`src/shared/system_clock_pll_map.vh`:
```
// Register offsets, field positions, reset values and timing counts of the PLL control block
`ifndef SYSTEM_CLOCK_PLL_MAP_VH
`define SYSTEM_CLOCK_PLL_MAP_VH

// Register byte offsets
`define OFS_PLL_CONTROL      12'h100
`define OFS_FEEDBACK_DIV     12'h101
`define OFS_PREDIV           12'h102
`define OFS_PERIOD_0         12'h103
`define OFS_PERIOD_1         12'h104
`define OFS_PERIOD_2         12'h105
`define OFS_STAB_0           12'h106
`define OFS_STAB_1           12'h107
`define OFS_STAB_2           12'h108
`define OFS_IRQ_MASK         12'h209
`define OFS_CAL_SYNC         12'hA02
`define OFS_CLOCK_STATUS     12'hD01
`define OFS_IRQ_MONITOR      12'hD02

// pll_control fields
`define CTL_LOCK_SEL_LSB     0
`define CTL_LOCK_DET_OFF     2
`define CTL_CP_CUR_LSB       3
`define CTL_CP_MANUAL        6
`define CTL_EXT_FILTER       7
// Default pump code 3 gives the 500 uA setting
`define CTL_RESET_VALUE      8'h18

// Other fields
`define CAL_START_BIT        0
`define STAT_CAL_BUSY        1
`define STAT_LOCKED          0
`define STAT_STABLE          4
`define STAT_PLL_ENABLED     5
`define FB_DIV_MIN           8'h06
`define FB_DIV_RESET         8'h28
`define PREDIV_RESET         2'h0

// Length of one VCO calibration in clock cycles
`define CAL_RUN_CYCLES       64

// Lock run threshold base (128 samples)
`define LOCK_RUN_BASE        11'h080

// One millisecond at 50 MHz
`define MS_TIME_NS           1000000
`define CLK_PERIOD_NS        20
`define MS_CYCLES            (`MS_TIME_NS / `CLK_PERIOD_NS)

`endif

```
`src/rtl/lock_detect.v`:
```
// Consecutive in-phase run counter that declares PLL lock
`default_nettype none
`include "system_clock_pll_map.vh"

module lock_detect
(
    // Clock and reset
    input  wire       clk,
    input  wire       reset,
    // Control
    input  wire       enable,
    input  wire [1:0] threshold_sel,
    input  wire       restart,
    // Phase detector samples
    input  wire       sample_valid,
    input  wire       in_phase,
    // Result
    output reg        locked
);

    reg  [10:0] run_count;
    wire [10:0] threshold;

    assign threshold = `LOCK_RUN_BASE << threshold_sel;

    always @(posedge clk)
    begin
        if (reset || !enable || restart)
        begin
            run_count <= 11'h000;
            locked    <= 1'b0;
        end
        else if (sample_valid)
        begin
            if (!in_phase)
            begin
                // Any miss starts the run over and drops lock
                run_count <= 11'h000; // RULE_03
                locked    <= 1'b0;    // RULE_20
            end
            else if (run_count + 11'h001 >= threshold)
            begin
                run_count <= threshold;
                locked    <= 1'b1;    // RULE_02
            end
            else
            begin
                run_count <= run_count + 11'h001; // RULE_03
            end
        end
    end

endmodule
`default_nettype wire

```
`src/rtl/system_clock_pll_control.v`:
```
// Register file, charge pump selection and stability timer of the system clock PLL
//
// The address-and-strobe port was left to the implementer.
`default_nettype none
`include "system_clock_pll_map.vh"

// Operation
// RULE_01 - control bit 2 low enables lock detector
// RULE_02 - lock after 128/256/512/1024 in-phase samples
// RULE_03 - one sample per cycle; miss restarts count
// RULE_04 - software zeroes timer when detector disabled
// RULE_05 - auto mode picks current from divider
// RULE_06 - manual mode uses three-bit current field
// RULE_07 - bit 7 selects external loop filter
// RULE_08 - feedback divider accepts 6 through 255
// RULE_09 - software programs 21-bit clock period
// RULE_10 - stability timer holds 20-bit milliseconds
// RULE_11 - zero duration expires immediately
// RULE_12 - enabled PLL: timer starts at lock
// RULE_13 - disabled PLL: timer starts at disable
// RULE_14 - expiry shown in status bit 4
// RULE_15 - software sets duration before enable change
// RULE_16 - set-then-clear bit 0 starts calibration
// RULE_17 - calibration status, masked into monitor
// RULE_18 - reference monitors held off until stable
// RULE_19 - predivider ratios 1, 2, 4, 8
// RULE_20 - lock loss or calibration restarts qualification
module system_clock_pll_control
#(
    parameter MS_CYCLES  = `MS_CYCLES,
    parameter CAL_CYCLES = `CAL_RUN_CYCLES
)
(
    // Clock and reset
    input  wire        clk,
    input  wire        reset,
    // Register port
    input  wire [11:0] address,
    input  wire [7:0]  write_data,
    input  wire        write_strobe,
    input  wire        read_strobe,
    output reg  [7:0]  read_data,
    // PLL analog side
    input  wire        pll_enable,
    input  wire        pfd_sample_valid,
    input  wire        pfd_in_phase,
    output reg  [2:0]  cp_current,
    output reg         ext_loop_filter,
    output reg  [7:0]  feedback_div,
    output reg  [1:0]  predivider_log2,
    output reg         vco_cal_run,
    // Status to the rest of the chip
    output reg         pll_locked,
    output reg         pll_stable,
    output reg         ref_monitor_enable,
    output reg  [20:0] system_clock_period
);

    ////////////////////////////////////////////////////////////////////////
    // Registers

    reg  [7:0]  pll_control;
    reg  [19:0] stability_timer_duration;
    reg  [7:0]  calibration_sync_control;
    reg  [7:0]  irq_mask;
    reg  [19:0] ms_elapsed;
    reg  [31:0] ms_tick_count;
    reg         timing;
    reg         was_enabled;
    reg         was_locked;
    reg  [15:0] cal_count;
    reg         cal_busy;
    wire        detector_locked;
    wire        cal_start;
    wire        timer_start;
    reg  [7:0]  clock_status;
    reg  [7:0]  next_read_data;

    // Terminal counts; CAL_CYCLES must not exceed 65536
    localparam [15:0] CAL_LAST = CAL_CYCLES[15:0] - 16'h0001;
    localparam [31:0] MS_LAST  = MS_CYCLES - 1;

    // Falling edge of the start bit launches calibration
    assign cal_start = calibration_sync_control[`CAL_START_BIT]
                       && write_strobe && (address == `OFS_CAL_SYNC)
                       && !write_data[`CAL_START_BIT]; // RULE_16

    // Automatic current: larger divide ratio needs more pump current
    function [2:0] auto_current;
        input [7:0] div;
        begin
            if (div < 8'h20)
                auto_current = 3'h1;
            else if (div < 8'h40)
                auto_current = 3'h3;
            else if (div < 8'h80)
                auto_current = 3'h5;
            else
                auto_current = 3'h7;
        end
    endfunction

    always @(posedge clk)
    begin
        if (reset)
        begin
            pll_control              <= `CTL_RESET_VALUE;
            feedback_div             <= `FB_DIV_RESET;
            predivider_log2          <= `PREDIV_RESET;
            system_clock_period      <= 21'h000000;
            stability_timer_duration <= 20'h00000;
            calibration_sync_control <= 8'h00;
            irq_mask                 <= 8'h00;
        end
        else if (write_strobe)
        begin
            case (address)
                `OFS_PLL_CONTROL: pll_control <= write_data;
                `OFS_FEEDBACK_DIV:
                begin
                    // Values below the minimum are refused
                    if (write_data >= `FB_DIV_MIN)
                        feedback_div <= write_data; // RULE_08
                end
                `OFS_PREDIV:      predivider_log2 <= write_data[1:0]; // RULE_19
                `OFS_PERIOD_0:    system_clock_period[7:0]   <= write_data; // RULE_09
                `OFS_PERIOD_1:    system_clock_period[15:8]  <= write_data;
                `OFS_PERIOD_2:    system_clock_period[20:16] <= write_data[4:0];
                // Bytes land one at a time, so a half-written duration is live
                `OFS_STAB_0:      stability_timer_duration[7:0]   <= write_data; // RULE_10
                `OFS_STAB_1:      stability_timer_duration[15:8]  <= write_data;
                `OFS_STAB_2:      stability_timer_duration[19:16] <= write_data[3:0];
                `OFS_CAL_SYNC:    calibration_sync_control <= write_data;
                `OFS_IRQ_MASK:    irq_mask <= write_data;
                default:          pll_control <= pll_control;
            endcase
        end
    end

    ////////////////////////////////////////////////////////////////////////
    // Lock detector

    // Calibration holds the detector cleared, so lock is earned again afterwards
    lock_detect lock_detect_i
    (
        .clk           (clk),
        .reset         (reset),
        .enable        (!pll_control[`CTL_LOCK_DET_OFF]), // RULE_01
        .threshold_sel (pll_control[`CTL_LOCK_SEL_LSB +: 2]),
        .restart       (cal_start || cal_busy),            // RULE_20
        .sample_valid  (pfd_sample_valid),
        .in_phase      (pfd_in_phase),
        .locked        (detector_locked)
    );

    ////////////////////////////////////////////////////////////////////////
    // Charge pump, filter, calibration

    always @(posedge clk)
    begin
        if (reset)
        begin
            cp_current      <= 3'h3;
            ext_loop_filter <= 1'b0;
            cal_busy        <= 1'b0;
            cal_count       <= 16'h0000;
            vco_cal_run     <= 1'b0;
        end
        else
        begin
            if (pll_control[`CTL_CP_MANUAL])
                cp_current <= pll_control[`CTL_CP_CUR_LSB +: 3]; // RULE_06
            else
                cp_current <= auto_current(feedback_div); // RULE_05
            ext_loop_filter <= pll_control[`CTL_EXT_FILTER]; // RULE_07
            if (cal_start)
            begin
                cal_busy  <= 1'b1; // RULE_16
                cal_count <= 16'h0000;
            end
            else if (cal_busy)
            begin
                if (cal_count == CAL_LAST)
                    cal_busy <= 1'b0;
                cal_count <= cal_count + 16'h0001;
            end
            vco_cal_run <= cal_start
                           || (cal_busy && cal_count != CAL_LAST);
        end
    end

    ////////////////////////////////////////////////////////////////////////
    // Stability timer

    // Start on lock when enabled, on the disable edge otherwise
    assign timer_start = pll_enable ? (detector_locked && !was_locked)  // RULE_12
                                    : (was_enabled && !pll_enable);     // RULE_13

    always @(posedge clk)
    begin
        if (reset)
        begin
            was_enabled   <= 1'b0;
            was_locked    <= 1'b0;
            timing        <= 1'b0;
            ms_elapsed    <= 20'h00000;
            ms_tick_count <= 32'h00000000;
            pll_stable    <= 1'b0;
        end
        else
        begin
            was_enabled <= pll_enable;
            was_locked  <= detector_locked;
            if (stability_timer_duration == 20'h00000)
            begin
                // Zero duration reports stable with no counting
                timing     <= 1'b0;
                pll_stable <= 1'b1; // RULE_11
            end
            else if (cal_start || (pll_enable && !detector_locked))
            begin
                // Lost lock or new calibration requalifies
                timing        <= 1'b0; // RULE_20
                pll_stable    <= 1'b0;
                ms_elapsed    <= 20'h00000;
                ms_tick_count <= 32'h00000000;
            end
            // A new start event counts again from zero
            else if (timer_start)
            begin
                timing        <= 1'b1;
                pll_stable    <= 1'b0;
                ms_elapsed    <= 20'h00000;
                ms_tick_count <= 32'h00000000;
            end
            else if (timing)
            begin
                if (ms_tick_count == MS_LAST)
                begin
                    ms_tick_count <= 32'h00000000;
                    if (ms_elapsed + 20'h00001 == stability_timer_duration)
                    begin
                        timing     <= 1'b0;
                        pll_stable <= 1'b1; // RULE_12
                    end
                    ms_elapsed <= ms_elapsed + 20'h00001;
                end
                else
                    ms_tick_count <= ms_tick_count + 32'h00000001;
            end
        end
    end

    ////////////////////////////////////////////////////////////////////////
    // Status and read port

    always @*
    begin
        clock_status                    = 8'h00;
        clock_status[`STAT_LOCKED]      = detector_locked;
        clock_status[`STAT_CAL_BUSY]    = cal_busy;    // RULE_17
        clock_status[`STAT_STABLE]      = pll_stable;  // RULE_14
        clock_status[`STAT_PLL_ENABLED] = was_enabled;
    end

    always @*
    begin
        case (address)
            `OFS_PLL_CONTROL:  next_read_data = pll_control;
            `OFS_FEEDBACK_DIV: next_read_data = feedback_div;
            `OFS_PREDIV:       next_read_data = {6'h00, predivider_log2};
            `OFS_PERIOD_0:     next_read_data = system_clock_period[7:0];
            `OFS_PERIOD_1:     next_read_data = system_clock_period[15:8];
            `OFS_PERIOD_2:     next_read_data = {3'h0, system_clock_period[20:16]};
            `OFS_STAB_0:       next_read_data = stability_timer_duration[7:0];
            `OFS_STAB_1:       next_read_data = stability_timer_duration[15:8];
            `OFS_STAB_2:       next_read_data = {4'h0, stability_timer_duration[19:16]};
            `OFS_CAL_SYNC:     next_read_data = calibration_sync_control;
            `OFS_IRQ_MASK:     next_read_data = irq_mask;
            `OFS_CLOCK_STATUS: next_read_data = clock_status; // RULE_14
            `OFS_IRQ_MONITOR:  next_read_data = clock_status & irq_mask; // RULE_17
            default:           next_read_data = 8'h00;
        endcase
    end

    always @(posedge clk)
    begin
        if (reset)
        begin
            read_data          <= 8'h00;
            pll_locked         <= 1'b0;
            ref_monitor_enable <= 1'b0;
        end
        else
        begin
            // Read data stand for one cycle and are zero otherwise
            read_data          <= read_strobe ? next_read_data : 8'h00;
            pll_locked         <= detector_locked;
            // Reference monitors wait for a stable system clock
            ref_monitor_enable <= pll_stable; // RULE_18
        end
    end

endmodule
`default_nettype wire

```
`config.mk`:
```
export PLATFORM = sky130hd
export DESIGN_NAME = system_clock_pll_control
export DESIGN_NICKNAME = d
export VERILOG_FILES = /design/src/rtl/lock_detect.v /design/src/rtl/system_clock_pll_control.v
export VERILOG_INCLUDE_DIRS = /design/src /design/src/shared
export SDC_FILE = /design/constraint.sdc
export NUM_CORES = 1
export LEC_CHECK = 0
export BUFFER_PORTS_ARGS = -buffer_cell sky130_fd_sc_hd__buf_4
export CORE_MARGIN = 2
export CORE_UTILIZATION = 40
export DETAILED_ROUTE_END_ITERATION = 16
export SYNTH_ARGS = -nofsm -noshare
export SYNTH_HDL_FRONTEND = slang
export SYNTH_SLANG_ARGS = --single-unit
```
`constraint.sdc`:
```
create_clock -name clk -period 3.2 [get_ports clk]
set_input_delay 0.16 -clock clk [delete_from_list [all_inputs] [get_ports clk]]
set_output_delay 0.16 -clock clk [all_outputs]
set_load 0.05 [all_outputs]
```
==> results of run 1 <==
## how the worst min path moves through the flow
stage,to,slack (ns),depth (start not counted)
CTS,lock_detect_i.run_count[2],0.004,2
detailed placement,was_enabled,0.43,2
global placement,was_enabled,0.42,2
floorplan,was_enabled,0.29,1
global route,lock_detect_i.locked,0.01,3
finish,lock_detect_i.run_count[2],0.02,2
## critical path: stages, from the launching register on
cell and delay (ns):
sky130_fd_sc_hd__dfxtp_1 0.39, sky130_fd_sc_hd__ha_2 0.23, sky130_fd_sc_hd__nand3_1 0.12, sky130_fd_sc_hd__or2_2 0.33, sky130_fd_sc_hd__nor2_1 0.13, sky130_fd_sc_hd__xor2_1 0.21
sky130_fd_sc_hd__ha_1 0.26, sky130_fd_sc_hd__o21a_1 0.10, sky130_fd_sc_hd__o21ai_0 0.14, sky130_fd_sc_hd__nand2b_1 0.09, sky130_fd_sc_hd__a21oi_2 0.18, sky130_fd_sc_hd__and3_4 0.24
sky130_fd_sc_hd__a41oi_1 0.12, sky130_fd_sc_hd__a311oi_1 0.24
## where the power goes
part           internal [mW]  switching (mW)  total (mW)
Sequential              2.15         0.00379        2.16
Clock                   1.09            1.08        2.17
Combinational         0.0487           0.122       0.171
Total                   3.29            1.20        4.50
## synth_stat cells, drive strengths merged, types with 6 or more instances
master and n:
o21ai 43, a21oi 96, nor4 36, or3 11, ha 8, buf 11
xnor2 46, nand4 20, clkbuf 59, a22oi 12, nand3 87, a31oi 16
a22o 7, dfxtp 173, nor2b 9, nor2 122, inv 18, a222oi 10
xor2 22, nor3 27, and3 20, and4 6, nand2b 6, mux2i 29
and2 11, nand3b 7, nand2 120, nor3b 7, or4 10
## final cells by class
| class | count | area, sq um |
|---|---|---|
| clock buffer | 18 | 439 |
| fill | 2199 | 11400 |
| inverter | 18 | 67.6 |
| timing repair buffer | 102 | 768 |
| clock inverter | 14 | 175 |
| tap | 280 | 350 |
| sequential | 173 | 3460 |
| multi-input combinational | 849 | 5020 |
## layer usage
metal  wire, microns  track usage  part of all wire  vias to the layer above
met2           11700        0.339              0.44                      293
met1           12800        0.336              0.48                     4009
li1                -            -                 -                     4128
met4             533       0.0757             0.020                        0
met5               0            0                 0                        -
met3            1800       0.0361             0.067                       41
## flip-flops by register name (all words and copies together) (netlist names), 2 cells and up
signal	flops
lock_detect_i.run_count	11
feedback_div	8
cp_current	3
system_clock_period	21
calibration_sync_control	8
irq_mask	8
cal_count	16
ms_elapsed	20
ms_tick_count	32
read_data	8
pll_control	8
predivider_log2	2
stability_timer_duration	20
## kinds of logic after synthesis
family | count (synthesis) | synth area share
buffers and inverters | 88 | 0.0394
AO/OA/AOI/OAI | 233 | 0.166
adder cells (fa/ha/maj) | 8 | 0.0114
XOR/XNOR | 68 | 0.0676
multiplexers | 30 | 0.0342
flip-flops | 173 | 0.393
AND/OR/NAND/NOR | 509 | 0.289
## repair_timing
item | 4_1_cts | 5_1_grt
endpoints found under the setup margin | 0 | 5
setup buffers | 0 | 1
resized for setup | 0 | 4
hold endpoints to repair | 1 | 0
hold buffers | 1 | 0
## cells in the final DEF (no fill, tap or decap), types with 12 or more instances in the layout
cell type and count:
sky130_fd_sc_hd__dfxtp_1 173, sky130_fd_sc_hd__xnor2_1 46, sky130_fd_sc_hd__nand3_1 87, sky130_fd_sc_hd__inv_1 18, sky130_fd_sc_hd__nor4_1 35, sky130_fd_sc_hd__buf_4 101, sky130_fd_sc_hd__o21ai_0 42, sky130_fd_sc_hd__clkbuf_16 17
sky130_fd_sc_hd__a31oi_1 16, sky130_fd_sc_hd__mux2i_1 29, sky130_fd_sc_hd__nand2_1 120, sky130_fd_sc_hd__nand4_1 19, sky130_fd_sc_hd__nor3_1 26, sky130_fd_sc_hd__xor2_1 22, sky130_fd_sc_hd__a22oi_1 12, sky130_fd_sc_hd__a21oi_1 95
sky130_fd_sc_hd__and3_1 19, sky130_fd_sc_hd__nor2_1 122
==> summary.txt, run 1 <==
STATUS
----------------------------------------------------------------------------------
Run status ..........................................................    completed

SYNTHESIS
----------------------------------------------------------------------------------
Fraction of synthesized cell area taken by the top area cell type ...        0.393
Post-Syn Area per Cell ..............................................   7.94 sq um
Number of enable flip-flop cells after synthesis ....................            0
Flip-flop cell with the highest count after synthesis ............... sky130_fd_sc_hd__dfxtp_1
Register bit total from synthesis ...................................          173
Part of the Yosys area used for sequential elements .................        0.393
Async set-reset flop share out of synthesis .........................            0
Count of distinct cell types in the synthesized netlist .............           64
Synth area leaders .................................................. sky130_fd_sc_hd__dfxtp_1, sky130_fd_sc_hd__a21oi_1, sky130_fd_sc_hd__nor2_1
Cell area after synthesis ...........................................   8810 sq um
Yosys warns .........................................................            0
Syn nets ............................................................         1144
Count of mapped cells out of synthesis ..............................         1109
Library cell occupying the most area in the post-synthesis netlist .. sky130_fd_sc_hd__dfxtp_1

DRT
----------------------------------------------------------------------------------
Aggregate routed wire length ........................................      26.8 mm
Drt first-iter violations ...........................................          720
Detailed-route wire length per cell ................................. 18.4 microns
Count of nets left with antenna violations after detail routing .....            0
Total via count in the routed design ................................         8471
DRC Markers .........................................................            0
Length of the first detailed-routing pass in iterations .............            8
Vias per cell .......................................................         5.83

CTS
----------------------------------------------------------------------------------
Number of H-tree levels .............................................            4
Worst-skew pair later-pin latency ...................................      0.45 ns
Library cell used as clock root buffer .............................. sky130_fd_sc_hd__clkbuf_16
Clk sink count ......................................................          173
CTS clock-pin slew for the worst setup and hold paths ...............      0.07 ns
Inserted Clock Buffers ..............................................           17
Clock tree from TritonCTS ...........................................        built
Maximum root-to-sink buffer count ...................................            2

TIMING
----------------------------------------------------------------------------------
Final slew viol count ...............................................            0
Final period util ...................................................        0.900
Transition at the pin with the smallest max-transition slack ........     0.694 ns
Number of setup violations in the final report ......................            0
RSZ-0062 raised after global routing ................................        false
Number of hold violations in the final report .......................            0
Shortest period the worst path allows ...............................      2.88 ns
Skew final ..........................................................    0.0170 ns
Total negative slack ................................................         0 ns
Fin Hold WS .........................................................    0.0231 ns
Post-layout worst setup margin ......................................     0.320 ns
Remaining max-slew budget at the tightest pin .......................        0.531
Top achievable clock speed ..........................................      347 MHz

PWR
----------------------------------------------------------------------------------
Sum of internal, switching and leakage power ........................      4.50 mW
Power density normalized to cell area ...............................  437 nW/um^2
IR Drop Worst-Case VDD ..............................................     0.314 mV
Leakage power figure ................................................      3.71 nW

GLOBAL ROUTING
----------------------------------------------------------------------------------
Antenna violations before repair ....................................            0
Tot GR Track Use ....................................................        0.228
Wire length of the first global-routing pass ........................      42.8 mm
Pin count of the biggest net entering global routing ................           62
Congestion Overflow GR ..............................................            0
Via count of the first global-routing pass ..........................         7690

CRITICAL PATH
----------------------------------------------------------------------------------
Critical setup path kind ............................................ register to register
Cell count of the worst reg-to-reg path .............................           13
Arrival time worst endpoint .........................................      3.23 ns
Startpoint Class ....................................................     register
Timing endpoint of the critical path ................................ lock_detect_i.run_count[4]
Setup crit start .................................................... lock_detect_i.run_count[0]
CP Capture Type .....................................................     register
Destination of the worst register-to-register timing path ........... lock_detect_i.run_count[4]
Critical Path RT ....................................................      3.55 ns
Worst R2R Start ..................................................... lock_detect_i.run_count[0]
Critical Path Fanout Max ............................................            6
Worst-case register-to-register setup slack .........................      0.32 ns

DIE
----------------------------------------------------------------------------------
Number of top-level design ports ....................................           74
Vert. Die Dim .......................................................  152 microns
Core Footprint ......................................................  21700 sq um
Die boundary width ..................................................  152 microns
Effective utilization at floorplan ..................................        0.406
Cell row count ......................................................           54
Overall die area ....................................................  23200 sq um

WORST HOLD PATH
----------------------------------------------------------------------------------
Worst hold path startpoint .......................................... pfd_sample_valid
Worst hold path type ................................................ input port to register

PLACEMENT
----------------------------------------------------------------------------------
Gp weighted congestion ..............................................        0.900
Post-placement cell area ............................................   9630 sq um
HPWL after detailed placement .......................................      18.6 mm
Cell Count Post-Placement ...........................................         1419
Number of port buffers ..............................................           73
Post-place setup slack ..............................................    0.0918 ns

JOB
----------------------------------------------------------------------------------
Maximum capacitance violations ......................................            0

FINISH
----------------------------------------------------------------------------------
Nets ................................................................         1196
Area of all placed cells without fillers ............................  10300 sq um
Layout area overhead ................................................        16.8%
Antenna Cells .......................................................            0
Share of final-layout standard cells stronger than drive strength 1 .        0.129
Number of cells in the finished layout apart from fillers ...........         1454
Final Core Density ..................................................        0.474

Power figures use the tool's default switching activity.
==> run 2, diff against run 1 <==
--- a/config.mk
+++ b/config.mk
@@ -9,6 +9,7 @@
 export BUFFER_PORTS_ARGS = -buffer_cell sky130_fd_sc_hd__buf_4
 export CORE_MARGIN = 2
 export CORE_UTILIZATION = 40
+export CTS_CLUSTER_SIZE = 25
 export DETAILED_ROUTE_END_ITERATION = 16
 export SYNTH_ARGS = -nofsm -noshare
 export SYNTH_HDL_FRONTEND = slang
==> constraint.sdc (replaced) <==
create_clock -name clk -period 3.2 [get_ports clk]
set_input_delay 0.32 -clock clk [delete_from_list [all_inputs] [get_ports clk]]
set_output_delay 0.32 -clock clk [all_outputs]
set_load 0.05 [all_outputs]
==> run 2 against run 1 <==
Global-route usage is 0.63 points lower. Total power is 2.1% higher. Fmax is 3.7% lower. Highest routed layer unchanged. Clock-buffer cell count down 1. Critical endpoint unchanged.
==> summary.txt, run 2 (same netlist as run 1, synthesis figures left out) <==
DRT
----------------------------------------------------------------------------------
Detailed-route wire length per cell ................................. 18.2 microns
Aggregate routed wire length ........................................      26.5 mm
Drt first-iter violations ...........................................          923
Total via count in the routed design ................................         8531
DRC Markers .........................................................            0
Count of nets left with antenna violations after detail routing .....            0
Vias per cell .......................................................         5.86
Length of the first detailed-routing pass in iterations .............            6

DIE
----------------------------------------------------------------------------------
Overall die area ....................................................  23200 sq um
Cell row count ......................................................           54
Effective utilization at floorplan ..................................        0.406
Vert. Die Dim .......................................................  152 microns
Core Footprint ......................................................  21700 sq um
Die boundary width ..................................................  152 microns
Number of top-level design ports ....................................           74

FINISH
----------------------------------------------------------------------------------
Most used cells in the layout excluding fill and tap cells .......... sky130_fd_sc_hd__dfxtp_1, sky130_fd_sc_hd__nor2_1, sky130_fd_sc_hd__nand2_1
Number of flip-flops under the largest register name ................           32
Register bank with the most flops ................................... ms_tick_count
Area of all placed cells without fillers ............................  10300 sq um
Nets ................................................................         1197
Layout area overhead ................................................        17.2%
Leading cell type in the layout, fill and taps excluded ............. sky130_fd_sc_hd__dfxtp_1
Number of cells in the finished layout apart from fillers ...........         1455
Antenna Cells .......................................................            0
Final Core Density ..................................................        0.476
Registers with the most flip-flops .................................. ms_tick_count x32, system_clock_period x21
Share of final-layout standard cells stronger than drive strength 1 .        0.129

PLACEMENT
----------------------------------------------------------------------------------
Post-placement cell area ............................................   9660 sq um
HPWL after detailed placement .......................................      18.6 mm
Gp weighted congestion ..............................................        0.908
Number of port buffers ..............................................           73
Cell Count Post-Placement ...........................................         1423

TIMING
----------------------------------------------------------------------------------
Remaining max-slew budget at the tightest pin .......................        0.292
Final period util ...................................................        0.935
Fin Hold WS .........................................................    0.0950 ns
Shortest period the worst path allows ...............................      2.99 ns
Number of hold violations in the final report .......................            0
Transition at the pin with the smallest max-transition slack ........      1.06 ns
RSZ-0062 raised after global routing ................................        false
Top achievable clock speed ..........................................      334 MHz
Final slew viol count ...............................................            0
Number of setup violations in the final report ......................            0
Total negative slack ................................................         0 ns
Skew final ..........................................................    0.0166 ns

PWR
----------------------------------------------------------------------------------
Internal Pwr Total ..................................................      3.37 mW
Reg power frac ......................................................        0.470
Leakage power figure ................................................      3.73 nW
Clock group share of total power ....................................        0.493
IR Drop Worst-Case VDD ..............................................     0.305 mV
Switching power summed over all nets ................................      1.22 mW
Proportion of power drawn by combinational gates ....................        0.037
Power density normalized to cell area ...............................  445 nW/um^2
Switching share of power ............................................        0.266

CTS
----------------------------------------------------------------------------------
Count of hold-fix buffers inserted at cts ...........................            0
CTS clock-pin slew for the worst setup and hold paths ...............      0.08 ns
Maximum root-to-sink buffer count ...................................            2
PostCTS Resize Cnt ..................................................            0
Clk sink count ......................................................          173
Inserted Clock Buffers ..............................................           17
Number of H-tree levels .............................................            4
Number of setup buffers added after CTS .............................            0
Worst-skew pair later-pin latency ...................................      0.45 ns
Clock tree from TritonCTS ...........................................        built
Library cell used as clock root buffer .............................. sky130_fd_sc_hd__clkbuf_16

JOB
----------------------------------------------------------------------------------
Maximum capacitance violations ......................................            0

GLOBAL ROUTING
----------------------------------------------------------------------------------
Via count of the first global-routing pass ..........................         7485
Congestion Overflow GR ..............................................            0
Tot GR Track Use ....................................................        0.222
Antenna violations before repair ....................................            0
Wire length of the first global-routing pass ........................      41.7 mm
Pin count of the biggest net entering global routing ................           95

CRITICAL PATH
----------------------------------------------------------------------------------
CP Capture Type .....................................................     register
CP max stage delay ..................................................      0.39 ns
Crit path max-delay family .......................................... simple AND/OR/NAND/NOR gates
Cell count of the worst reg-to-reg path .............................           13
Critical-path top delay cell ........................................ sky130_fd_sc_hd__dfxtp_1
Startpoint Class ....................................................     register
Cell-by-cell trace of the critical path ............................. ha_1 -> nand3_1 -> or2_2 -> nor2_1 -> xor2_1 -> ha_1 -> o21a_1 -> o21ai_0 -> nand2b_1 -> a21oi_1 -> and3_2 -> a41oi_1 -> a311oi_1
Critical Path RT ....................................................      3.55 ns
Critical setup path kind ............................................ register to register
Buf/Inv on CP .......................................................            0
Most common cell on crit path ....................................... sky130_fd_sc_hd__ha_1
Number of logic stages on the critical path including buffering .....           13
Critical Path Fanout Max ............................................           12
Arrival time worst endpoint .........................................      3.35 ns

WORST HOLD PATH
----------------------------------------------------------------------------------
Worst hold path depth ...............................................            2
Worst hold path type ................................................ input port to register

STATUS
----------------------------------------------------------------------------------
Run status ..........................................................    completed

## run 2: cell count changes in the layout (fill, tap and decap cells not counted), moves of 2 or more
cell / change
sky130_fd_sc_hd__buf_4: +3
sky130_fd_sc_hd__inv_8: -5
sky130_fd_sc_hd__inv_12: +3
sky130_fd_sc_hd__clkinv_8: +2
## run 2: per-stage QoR
step                      power (mW)  worst slack (ns)
after floorplan                 2.30            0.0305
after global routing            4.74           0.00192
after detailed placement        2.38             0.114
final                           4.59             0.209
after global placement          2.38             0.166
after CTS                       4.64            0.0965
## run 2: power by group through the flow
| stage | logic, mW | clock network (mW) | registers [mW] |
|---|---|---|---|
| final | 0.171 | 2.26 | 2.16 |
| after global routing | 0.183 | 2.40 | 2.16 |
| after CTS | 0.169 | 2.31 | 2.16 |
| after detailed placement | 0.169 | 0 | 2.21 |
| after global placement | 0.168 | 0 | 2.21 |
| after floorplan | 0.0899 | 0 | 2.21 |
## run 2: area by class of cell
type	count	area, sq um
flip-flops and latches	173	3460
clock inverters	15	230
repair buffers	104	781
clock buffers	17	425
multi-input cells	848	5000
inverters	18	67.6
well taps	280	350
fillers	2160	11400
## run 2: worst reg2reg max path, cell delays in order, from the launching register on
cell and delay, ns:
sky130_fd_sc_hd__dfxtp_1 0.39, sky130_fd_sc_hd__ha_1 0.26, sky130_fd_sc_hd__nand3_1 0.14, sky130_fd_sc_hd__or2_2 0.33, sky130_fd_sc_hd__nor2_1 0.13, sky130_fd_sc_hd__xor2_1 0.19, sky130_fd_sc_hd__ha_1 0.25, sky130_fd_sc_hd__o21a_1 0.10
sky130_fd_sc_hd__o21ai_0 0.15, sky130_fd_sc_hd__nand2b_1 0.07, sky130_fd_sc_hd__a21oi_1 0.18, sky130_fd_sc_hd__and3_2 0.34, sky130_fd_sc_hd__a41oi_1 0.14, sky130_fd_sc_hd__a311oi_1 0.24
## run 2: per-layer routing
layer  GRT usage  share of wire
met1       0.332           0.47
met3      0.0444          0.076
met4      0.0530          0.011
met5           0              0
met2       0.327           0.44
## run 2: final timing paths
check	startpoint	endpoint	slack (ns)
worst max-delay path	lock_detect_i.run_count[0]	lock_detect_i.run_count[4]	0.21
worst min-delay path	reset	ms_elapsed[16]	0.09
worst max register to register	lock_detect_i.run_count[0]	lock_detect_i.run_count[4]	0.21
worst min register to register	irq_mask[6]	irq_mask[6]	0.46
